**src/design/qfb_defs.vh**
```
// register map, field positions, codes and timing counts for the flash bus controller
`ifndef QFB_DEFS_VH
`define QFB_DEFS_VH

`define QFB_OFS_MCMD   8'h00
`define QFB_OFS_MADR   8'h04
`define QFB_OFS_MOPT   8'h08
`define QFB_OFS_MEN    8'h0c
`define QFB_OFS_MRD    8'h10
`define QFB_OFS_MWR    8'h14
`define QFB_OFS_MCTL   8'h18
`define QFB_OFS_DCMD   8'h20
`define QFB_OFS_DOPT   8'h24
`define QFB_OFS_DEN    8'h28
`define QFB_OFS_DCTL   8'h2c

`define QFB_RST_REG    32'h00000000

// command codes register
`define QFB_CMD_LSB    16
`define QFB_SECOND_COMMAND_CODE_LSB   0
// phase enables register
`define QFB_CMDW_LSB   30
`define QFB_OCMDW_LSB  28
`define QFB_ADRW_LSB   24
`define QFB_OPTW_LSB   20
`define QFB_XFRW_LSB   16
`define QFB_CMDON_BIT  14
`define QFB_OCMDON_BIT 12
`define QFB_ADRL_LSB   8
`define QFB_OPTL_LSB   4
`define QFB_XFRL_LSB   0
// manual control register
`define QFB_START_BIT  0
`define QFB_TXAL_BIT   1
`define QFB_RXAL_BIT   2
`define QFB_MHOLD_BIT  8
// mapped control register
`define QFB_BON_BIT    8
`define QFB_FLUSH_BIT  9
`define QFB_BLEN_LSB   16
`define QFB_BHOLD_BIT  24

`define QFB_W_SINGLE   2'h0
`define QFB_W_DUAL     2'h1
`define QFB_W_QUAD     2'h2
`define QFB_ADR_32     4'hf

`define QFB_WIN_MAIN   6'h06
`define QFB_WIN_ALIAS  6'h0e

`define QFB_SCLK_CYC   2
`define QFB_RX_LAG     5

`endif

```
**src/design/qfb_ctrl.v**
```verilog
// serial flash controller: apb registers, manual transfers, mapped reads with burst cache
//
// The APB register port and the placing of the registers were left to the implementer.
`include "qfb_defs.vh"

module qfb_ctrl (
  input  wire        pclk,           // bus clock, 20 MHz
  input  wire        presetn,        // async reset, active low
  input  wire [7:0]  paddr,          // apb byte address
  input  wire        psel,           // apb select
  input  wire        penable,        // apb access phase
  input  wire        pwrite,         // apb write
  input  wire [31:0] pwdata,         // apb write data
  output reg  [31:0] prdata,         // apb read data
  output wire        pready,         // apb ready
  output wire        pslverr,        // apb error on unmapped offset
  input  wire        mm_valid,       // mapped read request
  input  wire [31:0] mm_addr,        // mapped read address
  input  wire [1:0]  mm_size,        // 0:8 1:16 2:32 3:64 bits
  output wire        mm_ready,       // read answered
  output reg  [63:0] mm_rdata,       // aligned doubleword
  output wire        flash_serial_clock,   // serial clock pin
  output wire        flash_chip_select_n,  // chip select pin, low active
  output wire [3:0]  flash_io_out,   // io pin drive values
  output reg  [3:0]  flash_io_oe,    // io pin enables
  input  wire [3:0]  flash_io_in     // io pin levels
);
  localparam ST_IDLE = 3'd0, ST_LEAD = 3'd1, ST_NEXT = 3'd2;
  localparam ST_SHIFT = 3'd3, ST_DRAIN = 3'd4, ST_GAP = 3'd5;
  localparam integer LEAD_CNT = `QFB_SCLK_CYC - 1;

  reg [31:0] mcmd_q, madr_q, mopt_q, men_q, mwr_q, rword_q;
  reg [31:0] dcmd_q, dopt_q, den_q;
  reg        mhold_q, rxal_q, txal_q, bon_q, bhold_q;
  reg [3:0]  blen_q;

  wire ofs_ok = (paddr == `QFB_OFS_MCMD) || (paddr == `QFB_OFS_MADR) ||
                (paddr == `QFB_OFS_MOPT) || (paddr == `QFB_OFS_MEN) ||
                (paddr == `QFB_OFS_MRD) || (paddr == `QFB_OFS_MWR) ||
                (paddr == `QFB_OFS_MCTL) || (paddr == `QFB_OFS_DCMD) ||
                (paddr == `QFB_OFS_DOPT) || (paddr == `QFB_OFS_DEN) ||
                (paddr == `QFB_OFS_DCTL);
  wire wr = psel & penable & pwrite & ofs_ok;
  wire start_pulse = wr & (paddr == `QFB_OFS_MCTL) & pwdata[`QFB_START_BIT];
  wire flush_pulse = wr & (paddr == `QFB_OFS_DCTL) & pwdata[`QFB_FLUSH_BIT];
  assign pready  = 1'b1;
  assign pslverr = psel & penable & ~ofs_ok;

  // engine state
  reg [2:0]  st_q, ph_q, tdly_q;
  reg        sclk_q, cs_q, held_q, held_map_q, gap_go_q, mapped_q, burst_q;
  reg        pend_q, resp_q, tx_q, rx_q, cvalid_q;
  reg [1:0]  w_q;
  reg [10:0] cnt_q;
  reg [31:0] sh_q, rx32_q;
  reg [7:0]  rx8_q;
  reg [2:0]  rxb_q, bpos_q;
  reg [63:0] acc_q;
  reg [3:0]  wdw_q;
  reg [4:0]  clen_q;
  reg [20:0] cbase_q, next_dw_q;
  reg [5:0]  rdly_q;
  reg [63:0] cache_mem [0:15];
  reg [3:0]  io_s1_q, io_s2_q, io_s3_q, io_filt_q;

  // apb register writes
  always @(posedge pclk or negedge presetn) begin
    if (!presetn) begin
      mcmd_q <= `QFB_RST_REG;
      madr_q <= `QFB_RST_REG;
      mopt_q <= `QFB_RST_REG;
      men_q <= `QFB_RST_REG;
      mwr_q <= `QFB_RST_REG;
      dcmd_q <= `QFB_RST_REG;
      dopt_q <= `QFB_RST_REG;
      den_q <= `QFB_RST_REG;
      mhold_q <= 1'b0;
      rxal_q <= 1'b0;
      txal_q <= 1'b0;
      bon_q <= 1'b0;
      bhold_q <= 1'b0;
      blen_q <= 4'h0;
    end else if (wr) begin
      case (paddr)
        `QFB_OFS_MCMD: mcmd_q <= pwdata;
        `QFB_OFS_MADR: madr_q <= pwdata;
        `QFB_OFS_MOPT: mopt_q <= pwdata;
        `QFB_OFS_MEN:  men_q <= pwdata;
        `QFB_OFS_MWR:  mwr_q <= pwdata;
        `QFB_OFS_DCMD: dcmd_q <= pwdata;
        `QFB_OFS_DOPT: dopt_q <= pwdata;
        `QFB_OFS_DEN:  den_q <= pwdata;
        `QFB_OFS_MCTL: begin
          mhold_q <= pwdata[`QFB_MHOLD_BIT];
          rxal_q <= pwdata[`QFB_RXAL_BIT];
          txal_q <= pwdata[`QFB_TXAL_BIT];
        end
        `QFB_OFS_DCTL: begin
          bon_q <= pwdata[`QFB_BON_BIT];
          bhold_q <= pwdata[`QFB_BHOLD_BIT];
          blen_q <= pwdata[`QFB_BLEN_LSB +: 4];
        end
        default: ;
      endcase
    end
  end

  // read data captured in the setup cycle, stable through the access phase
  always @(posedge pclk or negedge presetn) begin
    if (!presetn) begin
      prdata <= 32'h00000000;
    end else if (psel & ~penable) begin
      case (paddr)
        `QFB_OFS_MCMD: prdata <= mcmd_q;
        `QFB_OFS_MADR: prdata <= madr_q;
        `QFB_OFS_MOPT: prdata <= mopt_q;
        `QFB_OFS_MEN:  prdata <= men_q;
        `QFB_OFS_MRD:  prdata <= rword_q;
        `QFB_OFS_MWR:  prdata <= mwr_q;
        `QFB_OFS_MCTL: prdata <= {23'h0, mhold_q, 5'h0, rxal_q, txal_q,
                                  (pend_q | (st_q != ST_IDLE))};
        `QFB_OFS_DCMD: prdata <= dcmd_q;
        `QFB_OFS_DOPT: prdata <= dopt_q;
        `QFB_OFS_DEN:  prdata <= den_q;
        `QFB_OFS_DCTL: prdata <= {7'h0, bhold_q, 4'h0, blen_q, 7'h0, bon_q,
                                  6'h0, cvalid_q, held_q};
        default:       prdata <= 32'h00000000;
      endcase
    end
  end

  // mapped mode reads its own register set
  wire [31:0] cmd_r = mapped_q ? dcmd_q : mcmd_q;
  wire [31:0] en_r  = mapped_q ? den_q : men_q;
  wire [31:0] opt_r = mapped_q ? dopt_q : mopt_q;
  wire [3:0]  adrl  = en_r[`QFB_ADRL_LSB +: 4];
  wire [3:0]  optl  = en_r[`QFB_OPTL_LSB +: 4];
  wire [3:0]  xfrl  = men_q[`QFB_XFRL_LSB +: 4];
  wire [10:0] xfr_bits = xfrl[0] ? 11'd32 : (xfrl[2] ? 11'd16 : 11'd8);
  wire [10:0] opt_bytes = {10'h0, optl[3]} + {10'h0, optl[2]} +
                          {10'h0, optl[1]} + {10'h0, optl[0]};
  wire [20:0] req_dw = mm_addr[23:3];
  wire [20:0] dw_off = req_dw - cbase_q;
  wire        in_win = (mm_addr[31:26] == `QFB_WIN_MAIN) ||
                       (mm_addr[31:26] == `QFB_WIN_ALIAS);
  wire        c_hit = cvalid_q && (dw_off < {16'h0, clen_q});
  wire        cont_ok = held_q & held_map_q & bhold_q & (req_dw == next_dw_q);

  // current phase descriptor
  reg        ph_en, ph_tx, ph_rx;
  reg [1:0]  ph_w;
  reg [10:0] ph_bits;
  reg [31:0] ph_data;
  always @* begin
    ph_en = 1'b0;
    ph_tx = 1'b1;
    ph_rx = 1'b0;
    ph_w = `QFB_W_SINGLE;
    ph_bits = 11'd8;
    ph_data = 32'h00000000;
    case (ph_q)
      3'd0: begin
        ph_en = en_r[`QFB_CMDON_BIT];
        ph_w = en_r[`QFB_CMDW_LSB +: 2];
        ph_data = {cmd_r[`QFB_CMD_LSB +: 8], 24'h0};
      end
      3'd1: begin
        ph_en = en_r[`QFB_OCMDON_BIT];
        ph_w = en_r[`QFB_OCMDW_LSB +: 2];
        ph_data = {cmd_r[`QFB_SECOND_COMMAND_CODE_LSB +: 8], 24'h0};
      end
      3'd2: begin
        ph_en = (adrl != 4'h0);
        ph_w = en_r[`QFB_ADRW_LSB +: 2];
        if (mapped_q) begin
          ph_bits = 11'd24;
          ph_data = burst_q ? {req_dw, 3'b000, 8'h0} : {mm_addr[23:0], 8'h0};
        end else if (adrl == `QFB_ADR_32) begin
          ph_bits = 11'd32;
          ph_data = madr_q;
        end else begin
          ph_bits = 11'd24;
          ph_data = {madr_q[23:0], 8'h0};
        end
      end
      3'd3: begin
        ph_en = (optl != 4'h0);
        ph_w = en_r[`QFB_OPTW_LSB +: 2];
        ph_bits = {opt_bytes[7:0], 3'b000};
        ph_data = opt_r;
      end
      3'd4: begin
        ph_w = en_r[`QFB_XFRW_LSB +: 2];
        if (mapped_q) begin
          ph_en = 1'b1;
          ph_tx = 1'b0;
          ph_rx = 1'b1;
          ph_bits = burst_q ? {clen_q, 6'h00} :
                    (11'd8 << mm_size);
        end else begin
          ph_en = (xfrl != 4'h0);
          ph_tx = txal_q;
          ph_rx = rxal_q;
          ph_bits = xfr_bits;
          ph_data = mwr_q;
        end
      end
      default: ;
    endcase
  end

  wire [10:0] step = (w_q == `QFB_W_QUAD) ? 11'd4 : ((w_q == `QFB_W_DUAL) ? 11'd2 : 11'd1);
  wire [3:0]  rbits = (w_q == `QFB_W_QUAD) ? io_filt_q :
                      ((w_q == `QFB_W_DUAL) ? {2'b00, io_filt_q[1:0]} : {3'b000, io_filt_q[1]});
  wire [7:0]  rx8_n = (w_q == `QFB_W_QUAD) ? {rx8_q[3:0], rbits} :
                      ((w_q == `QFB_W_DUAL) ? {rx8_q[5:0], rbits[1:0]} : {rx8_q[6:0], rbits[0]});
  wire [2:0]  rxb_n = rxb_q + step[2:0];

  // pin inputs: three stages, a change counts once stages two and three agree
  always @(posedge pclk or negedge presetn) begin
    if (!presetn) begin
      io_s1_q <= 4'h0;
      io_s2_q <= 4'h0;
      io_s3_q <= 4'h0;
      io_filt_q <= 4'h0;
    end else begin
      io_s1_q <= flash_io_in;
      io_s2_q <= io_s1_q;
      io_s3_q <= io_s2_q;
      io_filt_q <= (~(io_s2_q ^ io_s3_q) & io_s3_q) | ((io_s2_q ^ io_s3_q) & io_filt_q);
    end
  end

  assign flash_serial_clock  = sclk_q;
  assign flash_chip_select_n = ~cs_q;
  assign flash_io_out = (w_q == `QFB_W_QUAD) ? sh_q[31:28] :
                        ((w_q == `QFB_W_DUAL) ? {2'b00, sh_q[31:30]} : {3'b000, sh_q[31]});
  assign mm_ready = resp_q;

  // cache array has no reset; validity is tracked separately
  always @(posedge pclk) begin
    if (rdly_q[`QFB_RX_LAG-1] && mapped_q && burst_q && (rxb_n == 3'd0) && (bpos_q == 3'd7))
      cache_mem[wdw_q] <= {rx8_n, acc_q[55:0]};
  end

  always @(posedge pclk or negedge presetn) begin
    if (!presetn) begin
      st_q <= ST_IDLE;
      ph_q <= 3'd0;
      tdly_q <= 3'd0;
      sclk_q <= 1'b0;
      cs_q <= 1'b0;
      held_q <= 1'b0;
      held_map_q <= 1'b0;
      gap_go_q <= 1'b0;
      mapped_q <= 1'b0;
      burst_q <= 1'b0;
      pend_q <= 1'b0;
      resp_q <= 1'b0;
      tx_q <= 1'b0;
      rx_q <= 1'b0;
      cvalid_q <= 1'b0;
      w_q <= `QFB_W_SINGLE;
      cnt_q <= 11'd0;
      sh_q <= 32'h00000000;
      rx32_q <= 32'h00000000;
      rx8_q <= 8'h00;
      rxb_q <= 3'd0;
      bpos_q <= 3'd0;
      acc_q <= 64'h0;
      wdw_q <= 4'h0;
      clen_q <= 5'd0;
      cbase_q <= 21'd0;
      next_dw_q <= 21'd0;
      rdly_q <= 6'd0;
      rword_q <= `QFB_RST_REG;
      mm_rdata <= 64'h0;
      flash_io_oe <= 4'h0;
    end else begin
      resp_q <= 1'b0;
      if (start_pulse)
        pend_q <= 1'b1;
      if (flush_pulse)
        cvalid_q <= 1'b0;
      // receive sample taken a fixed lag after each rising edge
      rdly_q <= {rdly_q[4:0], (st_q == ST_SHIFT) & ~sclk_q & rx_q};
      if (rdly_q[`QFB_RX_LAG-1]) begin
        rx32_q <= (rx32_q << step) | {28'h0, rbits};
        rx8_q <= rx8_n;
        rxb_q <= rxb_n;
        if (rxb_n == 3'd0) begin
          acc_q[{bpos_q, 3'b000} +: 8] <= rx8_n;
          bpos_q <= bpos_q + 3'd1;
          if (burst_q && (bpos_q == 3'd7))
            wdw_q <= wdw_q + 4'h1;
        end
      end
      case (st_q)
        ST_IDLE: begin
          tdly_q <= LEAD_CNT[2:0];
          rx32_q <= 32'h00000000;
          rxb_q <= 3'd0;
          ph_q <= 3'd0;
          if (pend_q) begin
            pend_q <= start_pulse;
            mapped_q <= 1'b0;
            burst_q <= 1'b0;
            if (held_q & ~held_map_q) begin
              st_q <= ST_NEXT;
            end else if (held_q) begin
              cs_q <= 1'b0;
              held_q <= 1'b0;
              gap_go_q <= 1'b1;
              st_q <= ST_GAP;
            end else begin
              cs_q <= 1'b1;
              st_q <= ST_LEAD;
            end
          end else if (mm_valid & ~resp_q) begin
            if (!in_win) begin
              resp_q <= 1'b1;
              mm_rdata <= 64'h0;
            end else if (bon_q & c_hit) begin
              resp_q <= 1'b1;
              mm_rdata <= cache_mem[dw_off[3:0]];
            end else begin
              mapped_q <= 1'b1;
              burst_q <= bon_q;
              acc_q <= 64'h0;
              wdw_q <= 4'h0;
              bpos_q <= bon_q ? 3'd0 : mm_addr[2:0];
              if (bon_q) begin
                cbase_q <= req_dw;
                clen_q <= {1'b0, blen_q} + 5'd1;
                cvalid_q <= 1'b0;
              end
              if (bon_q & cont_ok) begin
                ph_q <= 3'd4;
                st_q <= ST_NEXT;
              end else if (held_q) begin
                cs_q <= 1'b0;
                held_q <= 1'b0;
                gap_go_q <= 1'b1;
                st_q <= ST_GAP;
              end else begin
                cs_q <= 1'b1;
                st_q <= ST_LEAD;
              end
            end
          end
        end
        ST_LEAD: begin
          if (tdly_q == 3'd0)
            st_q <= ST_NEXT;
          else
            tdly_q <= tdly_q - 3'd1;
        end
        ST_NEXT: begin
          if (ph_q > 3'd4) begin
            st_q <= ST_DRAIN;
            flash_io_oe <= 4'h0;
          end else if (ph_en) begin
            sh_q <= ph_data;
            cnt_q <= ph_bits;
            w_q <= ph_w;
            tx_q <= ph_tx;
            rx_q <= ph_rx;
            flash_io_oe <= ~ph_tx ? 4'h0 : ((ph_w == `QFB_W_QUAD) ? 4'hf :
                           ((ph_w == `QFB_W_DUAL) ? 4'h3 : 4'h1));
            st_q <= ST_SHIFT;
          end else begin
            ph_q <= ph_q + 3'd1;
          end
        end
        ST_SHIFT: begin
          sclk_q <= ~sclk_q;
          if (sclk_q) begin
            sh_q <= sh_q << step;
            if (cnt_q <= step) begin
              ph_q <= ph_q + 3'd1;
              rx_q <= 1'b0;
              st_q <= ST_NEXT;
            end else begin
              cnt_q <= cnt_q - step;
            end
          end
        end
        ST_DRAIN: begin
          tdly_q <= LEAD_CNT[2:0];
          gap_go_q <= 1'b0;
          if (rdly_q == 6'd0) begin
            if (!mapped_q) begin
              if (rxal_q && (xfrl != 4'h0))
                rword_q <= rx32_q << (6'd32 - xfr_bits[5:0]);
              held_q <= mhold_q;
              held_map_q <= 1'b0;
            end else if (burst_q) begin
              cvalid_q <= 1'b1;
              held_q <= bhold_q;
              held_map_q <= 1'b1;
              next_dw_q <= cbase_q + {16'h0, clen_q};
            end else begin
              mm_rdata <= acc_q;
              resp_q <= 1'b1;
              held_q <= 1'b0;
            end
            if ((!mapped_q && mhold_q) || (mapped_q && burst_q && bhold_q)) begin
              st_q <= ST_IDLE;
            end else begin
              cs_q <= 1'b0;
              st_q <= ST_GAP;
            end
          end
        end
        ST_GAP: begin
          if (tdly_q == 3'd0) begin
            tdly_q <= LEAD_CNT[2:0];
            if (gap_go_q) begin
              cs_q <= 1'b1;
              st_q <= ST_LEAD;
            end else begin
              st_q <= ST_IDLE;
            end
          end else begin
            tdly_q <= tdly_q - 3'd1;
          end
        end
        default: st_q <= ST_IDLE;
      endcase
    end
  end
endmodule // qfb_ctrl

```
**config.mk**
```make
export PLATFORM = sky130hd
export DESIGN_NAME = qfb_ctrl
export DESIGN_NICKNAME = d
export VERILOG_FILES = /design/src/design/qfb_ctrl.v
export VERILOG_INCLUDE_DIRS = /design/src /design/src/design
export SDC_FILE = /design/constraint.sdc
export NUM_CORES = 2
export LEC_CHECK = 0
export ABC_AREA = 1
export BUFFER_PORTS_ARGS = -buffer_cell sky130_fd_sc_hd__buf_2
export CAP_MARGIN = 20
export CORE_ASPECT_RATIO = 1.75
export CORE_MARGIN = 10
export CORE_UTILIZATION = 56
export CTS_CLUSTER_DIAMETER = 120
export CTS_CLUSTER_SIZE = 40
export DETAILED_ROUTE_END_ITERATION = 12
export PLACE_DENSITY = 0.73
export SYNTH_ARGS = -nofsm -noshare
export SYNTH_HDL_FRONTEND = slang
export SYNTH_SLANG_ARGS = --single-unit
```
**constraint.sdc**
```tcl
create_clock -name pclk -period 10.2 [get_ports pclk]
set_clock_uncertainty 0.1 [all_clocks]
set_input_delay 1.53 -clock pclk [delete_from_list [all_inputs] [get_ports pclk]]
set_output_delay 1.53 -clock pclk [all_outputs]
set_load 0.03 [all_outputs]
```
==> results by group <==
Worst setup path
  – WS Path Type: in -> reg
  – Startpoint types: input port
  – Slowest cell on the critical path: fa_4
  – Reg-to-Reg End: mm_rdata[21]$_DFFE_PN0P_
  – R2R setup slack: 4.84 ns
  – WP data arrival: 6.74 ns
  – CP max FO: 148
  – CP required: 10.76 ns
  – CP dominant cell by count: nand2_1
  – CP peak stage delay: 0.66 ns
  – CP Capture Type: register
  – Critical Path End: mm_rdata[21]$_DFFE_PN0P_
  – Reg2Reg Launch Point: cbase_q[0]$_DFFE_PN0P_
  – Reg2Reg Depth: 23
  – CP Launch Point: mm_addr[3]

Routing
  – 1st-iter DRT viols: 6,474
  – Via density: 6.31
  – Final WL: 238,000 um
  – Wire length per cell: 26.0 um
  – Post-DRT Antenna Nets: 0
  – Via count: 57,600
  – Iteration count of the initial detailed-routing pass: 6
  – Residual DRC: 0

Timing
  – Final Cycle Share: 60.5%
  – Final setup TNS: 0 ns
  – Post-layout min period: 6.18 ns
  – Slew Limit Fails: 0
  – Slew headroom: 0.822%
  – FMAX: 0.162 GHz
  – RSZ-0062 raised after global routing: false
  – Endpoints failing hold: 0
  – Worst slew pin tran: 1.49 ns
  – Setup-failing EPs final: 0
  – Minimum hold slack: 0.268 ns

Place
  – Dpl cells: 9,039
  – Port Buffers: 188
  – Placed wire-length estimate: 149,000 um
  – Post-DP Area: 77,200 um^2
  – RePlAce Congestion: 0.997

Synth
  – Mux contribution to synthesized area: 0.633%
  – Simple-gate share of the synthesized area: 13.1%
  – Yosys warning total: 0
  – Mean Syn Cell Area: 9.96 um^2
  – Cell Area, Synth: 74,900 um^2
  – Synth Area in Adders: 1.17%
  – Synthesized Nets: 7,666
  – XOR/XNOR share of the synthesized area: 0.316%
  – Post-synth EDFFs: 1,024
  – Post-synthesis sequential area ratio: 62.6%
  – Ys flop type: edfxtp_1
  – #FFs+latches synth: 1,667
  – Post-Syn Instances: 7,518
  – Compound-gate portion of the synthesized area: 16.2%
  – Post-synthesis async set-or-reset flop share: 38.6%
  – Post-synthesis cell type count: 62
  – Largest family of logic cells by synthesized area: compound AO/OA/AOI/OAI gates

Layout
  – Area grow syn2layout: 4.96%
  – Max reg flops: 1,024
  – Post-route cell area: 78,600 um^2
  – Multi-input combinational cell area: 23,800 um^2
  – Layout fillers: 11,100
  – Register area: 46,800 um^2
  – Largest registers: cache_mem: 1024 flops, acc_q: 64 flops, mm_rdata: 64 flops
  – Most flops, register: cache_mem
  – Finished Layout Cells: 9,132
  – Share of post-route cells with drive strength above 1: 6.29%
  – Finished Core Util: 59.2%
  – Final nets: 7,538

CTS
  – CTS resizes: 0
  – CTS sink cnt: 1,667
  – Longest Clk Path Bufs: 3
  – H-tree levels: 2
  – Buffer count from post-CTS setup fixing: 0
  – CTS root buffer: clkbuf_16
  – Hold_buf cts: 0
  – CTS tree: built
  – Clk pin slew, worst setup/hold paths: 0.16 ns
  – Clock Latency Late Sink: 0.73 ns
  – Inserted Clock Buffers: 47

Power and ir drop
  – Leak Pwr: 31.5 nW
  – IR Drop Worst-Case VDD: 0.278 mV
  – PwrDens: 209 nW/um^2

GRT
  – GRT overflow: 0
  – Largest net degree at the start of global routing: 250
  – Number of global-route vias before repair: 55,500
  – Antenna violations before repair: 11
  – First-pass GRT wire length: 350,000 um
  – GRT Overall Usage: 31.3%

Outcome
  – Status: completed

Die
  – Die area: 149,000 um^2
  – Initial Util: 56.4%
  – Core area: 133,000 um^2
  – I/O pin count: 193
  – Die Ht: 504 um
  – DIE WIDTH: 296 um
  – Core Rows: 177

Min path
  – Tightest Hold Check Type: reg -> reg

Run
  – Max Cap Violations: 0
## stage by stage
step / power [mW] / worst slack, ns
final: 16.4 / 4.02
after detailed placement: 13.6 / 3.27
after floorplan: 11.6 / 4.71
after global placement: 13.4 / 3.30
after CTS: 16.3 / 4.03
after global routing: 17.2 / 3.58
## per-layer routing
layer  GRT usage (%)  part of all wire [%]  up-vias
li1                -                     -    25700
met1            36.7                    34    28000
met2            52.0                    48     3157
met3            4.15                   8.2      752
met4            23.1                   9.0        6
met5               0                 0.014        -
## worst min path at each step
stage,startpoint,end,cells past startpoint
after floorplan,io_s1_q[0]$_DFF_PN0_,io_s2_q[0]$_DFF_PN0_,0
after global placement,io_s1_q[1]$_DFF_PN0_,io_s2_q[1]$_DFF_PN0_,0
after CTS,io_s1_q[1]$_DFF_PN0_,io_s2_q[1]$_DFF_PN0_,0
after global routing,io_s1_q[0]$_DFF_PN0_,io_s2_q[0]$_DFF_PN0_,0
final,io_s1_q[0]$_DFF_PN0_,io_s2_q[0]$_DFF_PN0_,0
after detailed placement,io_s1_q[1]$_DFF_PN0_,io_s2_q[1]$_DFF_PN0_,0
## cell type report
class | instances | area share, %
sequential | 1667 | 59.6
multi-input combinational | 4705 | 30.3
inverter | 661 | 3.18
tap | 1700 | 2.71
timing repair buffer | 308 | 2.46
clock buffer | 76 | 1.63
clock inverter | 4 | 0.0637
antenna | 11 | 0.0350
## Yosys cell counts, drive strengths merged (47+ instances only)
master	n	share of area, %
nand2	1803	9.0
inv	657	3.3
buf	117	0.85
dfrtp	643	21
o21ai	1024	6.8
ha	59	0.99
edfxtp	1024	41
a32o	128	1.7
nor2	456	2.3
o22ai	304	2.5
clkbuf	368	1.8
nand3	144	0.98
o211ai	112	1.1
a21oi	362	2.4
o221ai	47	0.55
## report_power, final
part	leakage, nW	internal (mW)	switching, mW
clock network	0.636	0.892	1.95
registers	16.7	7.46	0.206
logic	14.2	1.64	4.30
total	31.5	9.99	6.46
## cell families after synthesis
family,Yosys count
xor gates and xnor gates,27
AOI/OAI and AO/OA,2065
other,1
muxes,45
buffers and inverters,1146
DFF,1667
and+or+nand+nor,2499
adders and majority gates,68
## placed cells by master (no fill, tap or decap), types with 45 or more instances in the layout
cell,count
ha_1,56
nand3_1,142
clkbuf_16,47
inv_1,641
nand2_1,1799
dfrtp_1,642
o221ai_1,47
a21oi_1,359
buf_2,187
buf_4,111
edfxtp_1,1024
a32o_1,128
o22ai_1,304
o211ai_1,112
o21ai_1,45
nor2_1,418
o21ai_0,979
## worst max-delay path: cells and delay by family
family        cells  cell delay (ns)
fa+ha+maj         3             1.24
buf+inv           6             2.27
simple gates     16             1.61
Power figures use the tool's default switching activity.
